[config.mk]
export PLATFORM = sky130hd
export DESIGN_NAME = fcs_host
export DESIGN_NICKNAME = d
export VERILOG_FILES = /design/src/fcs_pkg.sv /design/src/fcs_bus_cycle.sv /design/src/fcs_host.sv
export VERILOG_INCLUDE_DIRS = /design/src
export SDC_FILE = /design/constraint.sdc
export NUM_CORES = 1
export LEC_CHECK = 0
export ABC_AREA = 1
export BUFFER_PORTS_ARGS = -buffer_cell sky130_fd_sc_hd__buf_2
export CAP_MARGIN = 20
export CORE_MARGIN = 10
export CORE_UTILIZATION = 41
export CTS_CLUSTER_SIZE = 12
export DETAILED_ROUTE_END_ITERATION = 16
export SLEW_MARGIN = 20
export SYNTH_ARGS = -nofsm -noshare
export SYNTH_HDL_FRONTEND = slang
export SYNTH_HIERARCHICAL = 1
export SYNTH_SLANG_ARGS = --single-unit
export TNS_END_PERCENT = 5
[constraint.sdc]
create_clock -name mclk_i -period 1.95 [get_ports mclk_i]
set_clock_uncertainty 0.15 [all_clocks]
set_input_delay 0.195 -clock mclk_i [delete_from_list [all_inputs] [get_ports mclk_i]]
set_output_delay 0.195 -clock mclk_i [all_outputs]
set_load 0.005 [all_outputs]
[src/fcs_defs.svh]
`ifndef FCS_DEFS_SVH
`define FCS_DEFS_SVH
// bus command codes
`define FCS_D_UNLOCK1     8'haa
`define FCS_D_UNLOCK2     8'h55
`define FCS_D_ID_ENTRY    8'h90
`define FCS_D_PROG_SETUP  8'ha0
`define FCS_D_ERASE_SETUP 8'h80
`define FCS_D_CHIP_ERASE  8'h10
`define FCS_D_SECT_ERASE  8'h30
`define FCS_D_SUSPEND     8'hb0
`define FCS_D_RESUME      8'h30
`define FCS_D_RESET       8'hf0
// unlock addresses, plus the don't-care address for single-cycle commands
`define FCS_A_UNLOCK1     22'h000555
`define FCS_A_UNLOCK2     22'h0002aa
`define FCS_A_ANY         22'h000000
// identification read offsets
`define FCS_A_ID_MAKER    22'h000000
`define FCS_A_ID_PART     22'h000001
`define FCS_A_ID_GROUP    22'h000002
// status line positions
`define FCS_BIT_POLL      7
`define FCS_BIT_TOGGLE1   6
`define FCS_BIT_TIMEOUT   5
// strobe timing in clock cycles (10 ns each)
`define FCS_T_SETUP_NS    30
`define FCS_T_SETUP_CYC   ((`FCS_T_SETUP_NS + 9) / 10)
`define FCS_T_PULSE_NS    50
`define FCS_T_PULSE_CYC   ((`FCS_T_PULSE_NS + 9) / 10)
`define FCS_T_ACCESS_NS   80
`define FCS_T_ACCESS_CYC  ((`FCS_T_ACCESS_NS + 9) / 10)
`endif

[src/fcs_pkg.sv]
package fcs_pkg;
  // host command kinds
  typedef enum logic [3:0] {
    FCS_OP_READ    = 4'h0,
    FCS_OP_RESET   = 4'h1,
    FCS_OP_ID_READ = 4'h2,
    FCS_OP_PROGRAM = 4'h3,
    FCS_OP_CHIP_ER = 4'h4,
    FCS_OP_SECT_ER = 4'h5,
    FCS_OP_SUSPEND = 4'h6,
    FCS_OP_RESUME  = 4'h7,
    FCS_OP_SECT_ADD= 4'h8
  } fcs_op_t;

  // one user request
  typedef struct packed {
    fcs_op_t     op;
    logic [21:0] addr;
    logic [7:0]  data;
  } fcs_req_t;

  // one bus cycle handed to the strobe engine
  typedef struct packed {
    logic        wr;
    logic [21:0] addr;
    logic [7:0]  data;
  } fcs_cyc_t;

  // pins toward the flash
  typedef struct packed {
    logic [21:0] addr;
    logic [7:0]  dq_out;
    logic        dq_oe;
    logic        ce_n;
    logic        we_n;
    logic        oe_n;
  } fcs_pins_t;
endpackage : fcs_pkg

[src/fcs_bus_cycle.sv]
`timescale 1ns/1ns
`include "fcs_defs.svh"
// strobe engine: runs one read or write bus cycle on the flash pins
module fcs_bus_cycle
  import fcs_pkg::*;
(
  input  wire logic      mclk_i,
  input  wire logic      rst_n_i,
  input  wire logic      start_i,
  input  wire fcs_cyc_t  cyc_i,
  input  wire logic [7:0] dq_sync_i,
  output fcs_pins_t      pins_o,
  output logic           done_o,
  output logic [7:0]     rdata_o
);
  typedef enum logic [3:0] {
    BC_IDLE  = 4'b0001,
    BC_SETUP = 4'b0010,
    BC_PULSE = 4'b0100,
    BC_HOLD  = 4'b1000
  } fcs_bc_state_t;

  fcs_bc_state_t state, next_state;
  fcs_pins_t     next_pins;
  logic [3:0]    cnt, next_cnt;
  logic [7:0]    next_rdata;
  logic          next_done;

  // address set up first, then we or oe low; write data leaves after we rises
  always_comb begin
    next_state = state;
    next_pins  = pins_o;
    next_cnt   = cnt;
    next_rdata = rdata_o;
    next_done  = 1'b0;
    case (state)
      BC_IDLE: begin
        if (start_i) begin
          next_pins.addr   = cyc_i.addr;
          next_pins.dq_out = cyc_i.data;
          next_pins.dq_oe  = cyc_i.wr;
          next_pins.ce_n   = 1'b0;
          next_cnt         = 4'(`FCS_T_SETUP_CYC);
          next_state       = BC_SETUP;
        end
      end
      BC_SETUP: begin
        if (cnt <= 4'h1) begin
          next_pins.we_n = ~pins_o.dq_oe;
          next_pins.oe_n = pins_o.dq_oe;
          next_cnt       = pins_o.dq_oe ? 4'(`FCS_T_PULSE_CYC) : 4'(`FCS_T_ACCESS_CYC + 2);
          next_state     = BC_PULSE;
        end else begin
          next_cnt = cnt - 4'h1;
        end
      end
      BC_PULSE: begin
        if (cnt <= 4'h1) begin
          next_rdata     = dq_sync_i; // two stages late, covered by the longer pulse
          next_pins.we_n = 1'b1;
          next_pins.oe_n = 1'b1;
          next_state     = BC_HOLD;
        end else begin
          next_cnt = cnt - 4'h1;
        end
      end
      BC_HOLD: begin
        next_pins.ce_n  = 1'b1;
        next_pins.dq_oe = 1'b0;
        next_done       = 1'b1;
        next_state      = BC_IDLE;
      end
      default: next_state = BC_IDLE;
    endcase
  end

  always_ff @(posedge mclk_i or negedge rst_n_i) begin
    if (!rst_n_i) begin
      state   <= BC_IDLE;
      pins_o  <= '{addr: 22'h0, dq_out: 8'h0, dq_oe: 1'b0, ce_n: 1'b1, we_n: 1'b1, oe_n: 1'b1};
      cnt     <= 4'h0;
      rdata_o <= 8'h0;
      done_o  <= 1'b0;
    end else begin
      state   <= next_state;
      pins_o  <= next_pins;
      cnt     <= next_cnt;
      rdata_o <= next_rdata;
      done_o  <= next_done;
    end
  end

  a_we_oe_excl: assert property (@(posedge mclk_i) disable iff (!rst_n_i)
    !(!pins_o.we_n && !pins_o.oe_n)) else $error("write and output strobes low together");
  a_we_has_ce: assert property (@(posedge mclk_i) disable iff (!rst_n_i)
    !pins_o.we_n |-> !pins_o.ce_n && pins_o.dq_oe) else $error("write strobe without chip strobe");
  a_data_held: assert property (@(posedge mclk_i) disable iff (!rst_n_i)
    $rose(pins_o.we_n) |-> $stable(pins_o.dq_out) && $stable(pins_o.addr)) else $error("data moved at strobe rise");
endmodule : fcs_bus_cycle

[src/fcs_host.sv]
`timescale 1ns/1ns
`include "fcs_defs.svh"
module fcs_host
  import fcs_pkg::*;
(
  input  wire logic        mclk_i,
  input  wire logic        rst_n_i,
  input  wire logic        req_valid_i,
  input  wire fcs_req_t    req_i,
  output logic             req_ready_o,
  output logic             rsp_valid_o,
  output logic [7:0]       rsp_data_o,
  output logic             rsp_timeout_o,
  output logic             busy_o,
  output logic [21:0]      flash_addr_o,
  output logic [7:0]       flash_dq_o,
  output logic             flash_dq_oe_o,
  input  wire logic [7:0]  flash_dq_i,
  output logic             flash_ce_n_o,
  output logic             flash_we_n_o,
  output logic             flash_oe_n_o,
  input  wire logic        ready_busy_output_i
);
  typedef enum logic [4:0] {
    H_IDLE = 5'b00001,
    H_CYC  = 5'b00010,
    H_WAIT = 5'b00100,
    H_RSP  = 5'b01000,
    H_RST  = 5'b10000
  } fcs_h_state_t;

  fcs_h_state_t state, next_state;
  fcs_req_t     cur, next_cur;
  logic [2:0]   idx, next_idx;
  logic [2:0]   last, next_last;
  logic         start, next_start;
  logic [7:0]   rdata_hold, next_rdata_hold;
  logic         tmo, next_tmo;
  fcs_cyc_t     cyc;
  fcs_pins_t    pins;
  logic         cyc_done;
  logic [7:0]   cyc_rdata;
  logic [7:0]   dq_s1, dq_s2;
  logic         rb_s1, rb_s2;

  // pins from the device pass two flops before anything looks at them
  always_ff @(posedge mclk_i or negedge rst_n_i) begin
    if (!rst_n_i) begin
      dq_s1 <= 8'h0;
      dq_s2 <= 8'h0;
      rb_s1 <= 1'b1;
      rb_s2 <= 1'b1;
    end else begin
      dq_s1 <= flash_dq_i;
      dq_s2 <= dq_s1;
      rb_s1 <= ready_busy_output_i;
      rb_s2 <= rb_s1;
    end
  end

  // the bus cycle for step idx of the current command
  always_comb begin
    cyc.wr   = 1'b1;
    cyc.addr = `FCS_A_UNLOCK1;
    cyc.data = `FCS_D_UNLOCK1;
    case (cur.op)
      FCS_OP_READ: begin
        cyc.wr   = 1'b0;
        cyc.addr = cur.addr;
      end
      FCS_OP_RESET: begin
        cyc.addr = `FCS_A_ANY;
        cyc.data = `FCS_D_RESET;
      end
      FCS_OP_SUSPEND: begin
        cyc.addr = `FCS_A_ANY;
        cyc.data = `FCS_D_SUSPEND;
      end
      FCS_OP_RESUME: begin
        cyc.addr = `FCS_A_ANY;
        cyc.data = `FCS_D_RESUME;
      end
      FCS_OP_SECT_ADD: begin
        cyc.addr = {cur.addr[21:16], 16'h0000};
        cyc.data = `FCS_D_SECT_ERASE;
      end
      default: begin
        // unlock prefix shared by identification, program and both erases
        if (idx == 3'd1 || idx == 3'd4) begin
          cyc.addr = `FCS_A_UNLOCK2;
          cyc.data = `FCS_D_UNLOCK2;
        end else if (idx == 3'd2) begin
          cyc.data = (cur.op == FCS_OP_ID_READ) ? `FCS_D_ID_ENTRY :
                     (cur.op == FCS_OP_PROGRAM) ? `FCS_D_PROG_SETUP : `FCS_D_ERASE_SETUP;
        end else if (idx == 3'd3 && cur.op == FCS_OP_ID_READ) begin
          cyc.wr   = 1'b0;
          cyc.addr = cur.addr;
        end else if (idx == 3'd3 && cur.op == FCS_OP_PROGRAM) begin
          cyc.addr = cur.addr;
          cyc.data = cur.data;
        end else if (idx == 3'd5) begin
          cyc.addr = (cur.op == FCS_OP_CHIP_ER) ? `FCS_A_UNLOCK1 : {cur.addr[21:16], 16'h0000};
          cyc.data = (cur.op == FCS_OP_CHIP_ER) ? `FCS_D_CHIP_ERASE : `FCS_D_SECT_ERASE;
        end
      end
    endcase
  end

  // command sequencer; unlock cycles drive zero on high address bits
  always_comb begin
    next_state      = state;
    next_cur        = cur;
    next_idx        = idx;
    next_last       = last;
    next_start      = 1'b0;
    next_rdata_hold = rdata_hold;
    next_tmo        = tmo;
    case (state)
      H_IDLE: begin
        if (req_valid_i) begin
          next_cur   = req_i;
          next_idx   = 3'd0;
          next_tmo   = 1'b0;
          next_start = 1'b1;
          case (req_i.op)
            FCS_OP_ID_READ, FCS_OP_PROGRAM: next_last = 3'd3;
            FCS_OP_CHIP_ER, FCS_OP_SECT_ER: next_last = 3'd5;
            default:                        next_last = 3'd0;
          endcase
          next_state = H_CYC;
        end
      end
      H_CYC: begin
        if (cyc_done) begin
          if (idx == last) begin
            next_rdata_hold = cyc_rdata;
            next_state      = H_WAIT;
          end else begin
            next_idx   = idx + 3'd1;
            next_start = 1'b1;
          end
        end
      end
      H_WAIT: begin
        // a status read with the time-limit bit high while busy gets an automatic reset;
        // the released bus is not a second status read, so only the busy line qualifies it
        if (!cyc.wr && rdata_hold[`FCS_BIT_TIMEOUT] && rb_s2 == 1'b0) begin
          next_tmo   = 1'b1;
          next_state = H_RST;
        end else begin
          next_state = H_RSP;
        end
      end
      H_RST: begin
        next_cur.op = FCS_OP_RESET;
        next_idx    = 3'd0;
        next_last   = 3'd0;
        next_start  = 1'b1;
        next_state  = H_CYC;
      end
      H_RSP: next_state = H_IDLE;
      default: next_state = H_IDLE;
    endcase
    if (state == H_CYC && cyc_done && idx == last && cur.op == FCS_OP_RESET && tmo)
      next_state = H_RSP;
  end

  always_ff @(posedge mclk_i or negedge rst_n_i) begin
    if (!rst_n_i) begin
      state      <= H_IDLE;
      cur        <= '{op: FCS_OP_READ, addr: 22'h0, data: 8'h0};
      idx        <= 3'd0;
      last       <= 3'd0;
      start      <= 1'b0;
      rdata_hold <= 8'h0;
      tmo        <= 1'b0;
    end else begin
      state      <= next_state;
      cur        <= next_cur;
      idx        <= next_idx;
      last       <= next_last;
      start      <= next_start;
      rdata_hold <= next_rdata_hold;
      tmo        <= next_tmo;
    end
  end

  fcs_bus_cycle u_cycle (
    .mclk_i    (mclk_i),
    .rst_n_i   (rst_n_i),
    .start_i   (start),
    .cyc_i     (cyc),
    .dq_sync_i (dq_s2),
    .pins_o    (pins),
    .done_o    (cyc_done),
    .rdata_o   (cyc_rdata)
  );

  // pin and user outputs
  assign flash_addr_o  = pins.addr;
  assign flash_dq_o    = pins.dq_out;
  assign flash_dq_oe_o = pins.dq_oe;
  assign flash_ce_n_o  = pins.ce_n;
  assign flash_we_n_o  = pins.we_n;
  assign flash_oe_n_o  = pins.oe_n;
  assign req_ready_o   = (state == H_IDLE);
  assign rsp_valid_o   = (state == H_RSP);
  assign rsp_data_o    = rdata_hold;
  assign rsp_timeout_o = tmo;
  assign busy_o        = ~rb_s2;

  a_rsp_one_cycle: assert property (@(posedge mclk_i) disable iff (!rst_n_i)
    rsp_valid_o |=> !rsp_valid_o && req_ready_o) else $error("response held too long");
  a_suspend_code: assert property (@(posedge mclk_i) disable iff (!rst_n_i)
    $fell(flash_we_n_o) && cur.op == FCS_OP_SUSPEND |-> flash_dq_o == 8'hb0) else $error("bad suspend");
  a_resume_code: assert property (@(posedge mclk_i) disable iff (!rst_n_i)
    $fell(flash_we_n_o) && cur.op == FCS_OP_RESUME |-> flash_dq_o == 8'h30) else $error("bad resume");
  a_reset_code: assert property (@(posedge mclk_i) disable iff (!rst_n_i)
    $fell(flash_we_n_o) && cur.op == FCS_OP_RESET |-> flash_dq_o == 8'hf0) else $error("bad reset");
  a_unlock_first: assert property (@(posedge mclk_i) disable iff (!rst_n_i)
    $fell(flash_we_n_o) && idx == 3'd0 && last != 3'd0 |-> flash_addr_o == 22'h000555 &&
    flash_dq_o == 8'haa) else $error("bad first unlock");
  a_unlock_second: assert property (@(posedge mclk_i) disable iff (!rst_n_i)
    $fell(flash_we_n_o) && idx == 3'd1 && last != 3'd0 |-> flash_addr_o == 22'h0002aa &&
    flash_dq_o == 8'h55) else $error("bad second unlock");
  a_prog_target: assert property (@(posedge mclk_i) disable iff (!rst_n_i)
    $fell(flash_we_n_o) && idx == 3'd3 && cur.op == FCS_OP_PROGRAM |->
    flash_addr_o == cur.addr && flash_dq_o == cur.data) else $error("bad program target");
  a_sector_cmd: assert property (@(posedge mclk_i) disable iff (!rst_n_i)
    $fell(flash_we_n_o) && idx == 3'd5 && cur.op == FCS_OP_SECT_ER |->
    flash_dq_o == 8'h30 && flash_addr_o[15:0] == 16'h0) else $error("bad sector command");
  a_tmo_resets: assert property (@(posedge mclk_i) disable iff (!rst_n_i)
    state == H_RST |=> state == H_CYC && cur.op == FCS_OP_RESET) else $error("no reset");
  a_read_no_write: assert property (@(posedge mclk_i) disable iff (!rst_n_i)
    cur.op == FCS_OP_READ && state == H_CYC |-> flash_we_n_o) else $error("read wrote");
  c_program: cover property (@(posedge mclk_i) disable iff (!rst_n_i)
    rsp_valid_o && cur.op == FCS_OP_PROGRAM);
  c_sect_erase: cover property (@(posedge mclk_i) disable iff (!rst_n_i)
    rsp_valid_o && cur.op == FCS_OP_SECT_ER);
  c_suspend: cover property (@(posedge mclk_i) disable iff (!rst_n_i)
    rsp_valid_o && cur.op == FCS_OP_SUSPEND);
  c_timeout: cover property (@(posedge mclk_i) disable iff (!rst_n_i)
    rsp_valid_o && tmo);
endmodule : fcs_host

==> summary.md, run 1 <==
| Metric | Value |
|---|---|
| Largest vdd supply drop | `0.7065 mV` |
| Effective utilization at floorplan | `41.78%` |
| Run status | `complete, no violations` |
| H-Tree Level Count | `4` |
| Number of synthesized flops with an enable pin | `0` |
| Instance count after placement with tap cells included | `943` |
| Initial antenna violation count | `0` |
| Aggregate global routing overflow | `0` |
| Maximum clock rate | `517.9 MHz` |
| Nature of the critical path endpoint | `flop` |
| RSZ-0062 raised after global routing | `true` |
| Post-synth net total | `728` |
| Average vias per placed instance | `4.562` |
| Die X | `136.2 um` |
| Master of the slowest instance on the critical path | `sky130_fd_sc_hd__dfrtp_1` |
| Port Buf Inserts | `91` |
| Number of nets with antenna violations after routing | `0` |
| Number of nets in the layout | `884` |
| Startpoint type of the worst setup path | `flop` |
| Post-route DRC | `0` |
| Number of buffers between clock root and the deepest sink | `2` |
| Post-synthesis cell type count | `32` |
| Rows | `42` |
| Wire length of the first global-routing pass | `22770 um` |
| Kind of cell adding the most delay to the critical path | `flip-flops` |
| MaxCap Viol Count | `0` |
| Std-Cell Core Area | `13240 um2` |
| Synthesized instance count | `675` |
| Number of warnings issued by yosys | `6` |
| Detail-routed net length per standard cell | `13.34 um` |
| Clock Tree Root | `sky130_fd_sc_hd__clkbuf_16` |
| Final setup vio count | `0` |
| Number of flip-flops and latches in the synthesized netlist | `124` |
| Summed area of non-filler cells in the final layout | `7407 um2` |
| Data arrival time at the worst-slack endpoint | `2.08 ns` |
| Fraction of layout instances using a drive strength above 1 | `23.34%` |
| Worst-Margin Slew | `0.6940 ns` |
| Share of synthesized flip-flops with an asynchronous set or reset | `100.0%` |
| Num Clock Sinks | `124` |
| Critical Path Fanout Max | `6` |
| Vias after detailed routing | `4653` |
| Pins Over Slew Limit | `0` |
| TritonCTS clock tree | `done` |
| Clock Latency Late Sink | `0.41 ns` |
| Number of cells in the finished layout apart from fillers | `1020` |
| Initial DRC Count | `234` |
| Worst hold-check path type | `input port to async pin` |
| Die span in y | `136.2 um` |
| Clock transition at path regs | `0.06 ns` |
| Max stage delay on crit path | `0.41 ns` |
| Data required time of the worst path | `2.10 ns` |
| CP bufs+invs | `2` |
| Power density over the cells | `1406 nW/um2` |
| Worst rel slew slack | `53.68%` |
| Critical path's most frequent cell | `sky130_fd_sc_hd__nand2_1` |
| Min Clock Period, post-route | `1.931 ns` |
| Length of the first detailed-routing pass in iterations | `5` |
| Total track usage | `15.30%` |
| Final count of hold timing violations | `0` |
| Number of global-route vias before repair | `4723` |
| Total standard cell area after synthesis | `5533 um2` |
| Dominant register cell in the synthesized netlist | `sky130_fd_sc_hd__dfrtp_1` |
| IO Pins | `92` |
| Maximum number of pins on one net before global-route repair | `41` |
| Worst slack on hold paths | `0.1351 ns` |
| Cell-by-cell trace of the critical path | `ha_2 -> ha_4 -> nand4_1 -> nand2_1 -> inv_2 -> o21ai_2 -> a21boi_2 -> buf_6 -> nor2_1 -> nand2_1 -> nand2_1` |
| Antenna cells | `0` |
| Layout Area Growth over Synthesis | `33.88%` |
| Average instance area after synthesis | `8.197 um2` |
| Area of the die | `18540 um2` |
| Setup TNS after final layout | `0 ns` |
| Leakage power figure | `4.034 nW` |
| Register area share after synthesis | `56.24%` |
| Overall power after layout | `10.41 mW` |
| Worst Setup Path Type | `flop to flop` |
| Post-place instance area | `6279 um2` |
| Routed wire length | `13610 um` |
| Inserted Clock Buffers | `17` |
| Part of the cycle the worst path needs | `99.03%` |
| Detailed-placement wirelength estimate | `9832 um` |
| Final weighted congestion of routability-driven global placement | `0.8583` |
==> power breakdown <==
part	internal (mW)	switching, mW	total (mW)	leakage, nW
Combinational	1.24	2.08	3.32	2.16
Clock	2.03	1.18	3.21	0.295
Sequential	3.39	0.497	3.88	1.58
==> Yosys cell counts (7+ instances only) <==
cell type / n / area share (%)
sky130_fd_sc_hd__ha_1: 7 / 1.6
sky130_fd_sc_hd__nand3_1: 25 / 2.3
sky130_fd_sc_hd__nand2_2: 10 / 1.1
sky130_fd_sc_hd__inv_1: 62 / 4.2
sky130_fd_sc_hd__nor2_2: 8 / 0.90
sky130_fd_sc_hd__o21ai_0: 38 / 3.4
sky130_fd_sc_hd__dfrtp_1: 117 / 53
sky130_fd_sc_hd__buf_2: 8 / 0.72
sky130_fd_sc_hd__nor2_1: 30 / 2.0
sky130_fd_sc_hd__dfstp_2: 7 / 3.3
sky130_fd_sc_hd__inv_2: 8 / 0.54
sky130_fd_sc_hd__nand2_1: 309 / 21
==> path summary, 6_finish.rpt <==
kind,slack [ns],cells after the start,to,startpoint
worst max-delay path,0.02,11,u_cycle/pins_o[32],idx[0]
worst min-delay path,0.14,2,u_cycle/cnt[3],rst_n_i
worst max register to register,0.02,11,u_cycle/pins_o[32],idx[0]
worst min register to register,0.20,0,dq_s2[3],dq_s1[3]
max in group asynchronous,0.85,3,rsp_data_o[2],rst_n_i
min in group mclk_i,0.20,0,dq_s2[3],dq_s1[3]
==> cells in the final DEF (no fill, tap or decap), drive strengths merged <==
master,n
buf,108
a31oi,2
a21oi,7
bufinv,3
nand2,319
dlygate4sd3,45
nor2,43
o211ai,1
clkinv,5
clkinvlp,3
xnor2,3
a21boi,1
or2,1
dfrtp,117
nand3,27
o31ai,1
o22ai,3
nor3,1
nand4,6
inv,75
dfstp,7
ha,7
clkbuf,17
o22a,1
o21ai,41
==> metal layers <==
| metal | global-route usage, % | share of wire [%] | wire [um] |
|---|---|---|---|
| met4 | 4.260 | 0.84 | 114 |
| met3 | 4.649 | 4.7 | 634 |
| met5 | 0 | 0 | 0 |
| met2 | 24.62 | 48 | 6521 |
| met1 | 19.54 | 47 | 6339 |
==> cell families after synthesis <==
group           after synthesis  synth area share, %
compound gates               57                5.744
xor+xnor                      3               0.4750
fa+ha+maj                     7                1.583
buf+inv                      87                6.400
flops                       124                56.24
simple gates                397                29.56
==> worst register-to-register path, cell delays in order (launching register included) <==
cell	delay, ns
sky130_fd_sc_hd__dfrtp_1	0.41
sky130_fd_sc_hd__ha_2	0.22
sky130_fd_sc_hd__ha_4	0.17
sky130_fd_sc_hd__nand4_1	0.13
sky130_fd_sc_hd__nand2_1	0.08
sky130_fd_sc_hd__inv_2	0.11
sky130_fd_sc_hd__o21ai_2	0.08
sky130_fd_sc_hd__a21boi_2	0.18
sky130_fd_sc_hd__buf_6	0.15
sky130_fd_sc_hd__nor2_1	0.04
sky130_fd_sc_hd__nand2_1	0.06
sky130_fd_sc_hd__nand2_1	0.05
==> area by class of cell <==
type | count | area (um2)
clock buffer | 17 | 425.4
clock inverter | 15 | 185.2
fill | 1237 | 5836
inverter | 71 | 272.8
multi-input combinational | 464 | 2123
sequential | 124 | 3112
tap | 176 | 220.2
timing repair buffer | 153 | 1069
==> stage by stage <==
stage          util, %  setup WS, ns
3_5_place_dp     47.41     -0.007996
4_1_cts          55.53     -0.002721
5_1_grt          55.93      -0.09581
2_1_floorplan        -       0.03834
3_3_place_gp     47.41       0.07580
6_report         55.93       0.01900
==> timing repair <==
item | CTS | global route
hold endpoints to repair | 105 | 0
setup buffers | 0 | 0
endpoints found under the setup margin | 10 | 35
resized for setup | 3 | 20
pin swaps | 0 | 1
gates cloned | 0 | 0
hold buffers | 45 | 0
==> state kept, by name, indices dropped and copies added (netlist names) <==
register	count
idx	3
u_cycle/state	4
u_cycle/pins_o	34
last	3
cur	34
u_cycle/rdata_o	8
u_cycle/done_o	1
state	5
rsp_timeout_o	1
rb_s2	1
dq_s2	8
rb_s1	1
dq_s1	8
start	1
rsp_data_o	8
u_cycle/cnt	4
No activity file was read; power rests on OpenSTA's default activity.
==> inputs of run 2 (changes only) <==
--- a/config.mk
+++ b/config.mk
@@ -9,10 +9,11 @@
 export ABC_AREA = 1
 export BUFFER_PORTS_ARGS = -buffer_cell sky130_fd_sc_hd__buf_2
 export CAP_MARGIN = 20
-export CORE_MARGIN = 10
+export CORE_MARGIN = 3
 export CORE_UTILIZATION = 41
 export CTS_CLUSTER_SIZE = 12
 export DETAILED_ROUTE_END_ITERATION = 16
+export MAX_ROUTING_LAYER = met4
 export SLEW_MARGIN = 20
 export SYNTH_ARGS = -nofsm -noshare
 export SYNTH_HDL_FRONTEND = slang
==> run 2 against run 1 <==
Effect of this change: first-iteration DRC count grew 49%; via count grew 3.4%; sequential share of layout area shrank 0.22 points; register-to-register slack is essentially flat; final area grew 0.52%; wire length shrank 4.5%; critical path depth is the same; cell count is essentially flat; worst setup slack gained 0.0044 ns; flip-flop and latch count is the same; worst hold slack gained 0.036 ns; largest cell class unchanged; largest power group unchanged; highest routed layer unchanged.
==> summary.md, run 2 (same netlist as run 1, synthesis figures left out) <==
| Metric | Value |
|---|---|
| Run status | `complete, no violations (unchanged)` |
| Number of nets in the layout | `887 (was 884)` |
| Antenna cells | `0 (unchanged)` |
| Final count of hold timing violations | `0 (unchanged)` |
| Initial antenna violation count | `0 (unchanged)` |
| Reg power frac | `36.7% (was 37.3%)` |
| Worst hold-check path type | `input port to async pin (unchanged)` |
| Clock transition at path regs | `0.06 ns (about the same)` |
| Maximum clock rate | `519.0 MHz (was 517.9 MHz)` |
| Clock share of power | `31.8% (was 30.8%)` |
| TritonCTS clock tree | `done (unchanged)` |
| Final setup vio count | `0 (unchanged)` |
| Data arrival time at the worst-slack endpoint | `2.09 ns (was 2.08 ns)` |
| Slack of the critical path | `0.02339 ns (was 0.01900 ns)` |
| Comb power frac | `31.5% (was 31.9%)` |
| R2R cell count | `11 (unchanged)` |
| Startpoint type of the worst setup path | `flop (unchanged)` |
| Wire length of the first global-routing pass | `21360 um (was 22770 um)` |
| Detailed-placement wirelength estimate | `9151 um (was 9832 um)` |
| Switching Power | `3.745 mW (was 3.754 mW)` |
| H-Tree Level Count | `4 (unchanged)` |
| Aggregate global routing overflow | `0 (unchanged)` |
| Launching instance or port of the critical path | `idx[1] (was idx[0])` |
| Min Clock Period, post-route | `1.927 ns (was 1.931 ns)` |
| Final weighted congestion of routability-driven global placement | `0.8863 (was 0.8583)` |
| Initial DRC Count | `349 (was 234)` |
| Length of the first detailed-routing pass in iterations | `5 (unchanged)` |
| Area of the die | `14920 um2 (was 18540 um2)` |
| Leading cell type in the layout, fill and taps excluded | `sky130_fd_sc_hd__nand2_1 (unchanged)` |
| Inserted Clock Buffers | `17 (unchanged)` |
| Registers with the most flip-flops | `cur: 34 flops, u_cycle/pins_o: 34 flops (unchanged)` |
| Largest vdd supply drop | `0.5640 mV (was 0.7065 mV)` |
| Worst-Margin Slew | `0.6059 ns (was 0.6940 ns)` |
| Worst rel slew slack | `59.61% (was 53.68%)` |
| Power density over the cells | `1417 nW/um2 (was 1406 nW/um2)` |
| Rows | `41 (was 42)` |
| Leakage power figure | `4.069 nW (was 4.034 nW)` |
| Nature of the critical path endpoint | `flop (unchanged)` |
| Num Clock Sinks | `124 (unchanged)` |
| Part of the cycle the worst path needs | `98.80% (was 99.03%)` |
| Place WS | `0.01344 ns (was -0.007996 ns)` |
| Number of cells in the finished layout apart from fillers | `1019 (was 1020)` |
| RSZ-0062 raised after global routing | `true (unchanged)` |
| Number of global-route vias before repair | `4499 (was 4723)` |
| Worst slack on hold paths | `0.1714 ns (was 0.1351 ns)` |
| Number of buffers between clock root and the deepest sink | `2 (unchanged)` |
| Die X | `122.2 um (was 136.2 um)` |
| Maximum number of pins on one net before global-route repair | `44 (was 41)` |
| Port Buf Inserts | `91 (unchanged)` |
| Number of nets with antenna violations after routing | `0 (unchanged)` |
| Switching power share of the total | `35.49% (was 36.05%)` |
| Routed wire length | `13000 um (was 13610 um)` |
| Effective utilization at floorplan | `42.80% (was 41.78%)` |
| Vias after detailed routing | `4810 (was 4653)` |
| Post-route DRC | `0 (unchanged)` |
| Average vias per placed instance | `4.720 (was 4.562)` |
| Detail-routed net length per standard cell | `12.76 um (was 13.34 um)` |
| Fraction of layout instances using a drive strength above 1 | `23.49% (was 23.34%)` |
| Final core utilization | `57.60% (was 55.93%)` |
| Worst Setup Path Type | `flop to flop (unchanged)` |
| Std-Cell Core Area | `12930 um2 (was 13240 um2)` |
| IO Pins | `92 (unchanged)` |
| Internal Power | `6.807 mW (was 6.659 mW)` |
| Pins Over Slew Limit | `0 (unchanged)` |
| Critical R2R Launch | `idx[1] (was idx[0])` |
| Layout Area Growth over Synthesis | `34.58% (was 33.88%)` |
| Clock Tree Root | `sky130_fd_sc_hd__clkbuf_16 (unchanged)` |
| Setup TNS after final layout | `0 ns (unchanged)` |
| Instance count after placement with tap cells included | `941 (was 943)` |
| Top library cells by usage in the layout, fill and taps aside | `sky130_fd_sc_hd__nand2_1, sky130_fd_sc_hd__dfrtp_1, sky130_fd_sc_hd__buf_2, sky130_fd_sc_hd__inv_1, sky130_fd_sc_hd__dlygate4sd3_1 (unchanged)` |
| Critical Path Fanout Max | `6 (unchanged)` |
| Total track usage | `18.90% (was 15.30%)` |
| Clock Latency Late Sink | `0.42 ns (was 0.41 ns)` |
| Die span in y | `122.2 um (was 136.2 um)` |
| Data required time of the worst path | `2.11 ns (was 2.10 ns)` |
| MaxCap Viol Count | `0 (unchanged)` |
[run 2: changes by cell type in the layout (fill, tap and decap cells not counted), sizes merged]
cell    change
buf         +3
bufinv      +1
inv         -1
[run 2: critical path, cell delays in order (launching register included)]
cell and delay [ns]:
sky130_fd_sc_hd__dfrtp_1 0.42, sky130_fd_sc_hd__ha_2 0.22, sky130_fd_sc_hd__ha_4 0.17, sky130_fd_sc_hd__nand4_1 0.13
sky130_fd_sc_hd__nand2_1 0.08, sky130_fd_sc_hd__inv_2 0.10, sky130_fd_sc_hd__o21ai_2 0.08, sky130_fd_sc_hd__a21boi_2 0.18
sky130_fd_sc_hd__buf_6 0.15, sky130_fd_sc_hd__nor2_1 0.04, sky130_fd_sc_hd__nand2_1 0.06, sky130_fd_sc_hd__nand2_1 0.05
[run 2: power by group through the flow]
stage	logic [mW]	clock network (mW)	registers [mW]
CTS	3.31	3.43	3.87
global route	3.83	3.58	3.96
floorplan	2.19	0	3.81
detailed placement	3.21	0	3.90
global placement	3.13	0	3.88
finish	3.32	3.36	3.87
[run 2: final cells by class]
cell class,count,area [um2]
multi-input cells,464,2117
repair buffers,156,1091
clock buffers,17,425.4
well taps,172,215.2
flip-flops and latches,124,3112
clock inverters,15,212.7
inverters,71,272.8
fillers,1186,5482
[run 2: what timing repair did]
action                                  CTS  global route
endpoints found under the setup margin    1            36
setup buffers                             0             1
resized for setup                         1            17
endpoints found under the hold margin    80             0
pin swaps                                 0             8
hold buffers                             45             0
[run 2: worst paths after layout]
check | endpoint | slack (ns)
worst max-delay path | u_cycle/pins_o[31] | 0.02
max in group asynchronous | u_cycle/state[0] | 0.80
worst min-delay path | u_cycle/state[1] | 0.17
worst min register to register | dq_s2[2] | 0.20
min in group mclk_i | dq_s2[2] | 0.20
worst max register to register | u_cycle/pins_o[31] | 0.02
[run 2: stage by stage]
| step | area (um2) | power [mW] |
|---|---|---|
| CTS | 7380 | 10.61 |
| global route | 7446 | 11.37 |
| detailed placement | 6289 | 7.112 |
| floorplan | 5533 | 6.000 |
| global placement | 6289 | 7.020 |
| finish | 7446 | 10.55 |
[run 2: per-layer routing]
metal	wire, um	global-route usage, %
met5	0	-
met4	218	6.508
met3	618	4.828
met2	6040	28.83
met1	6122	24.73
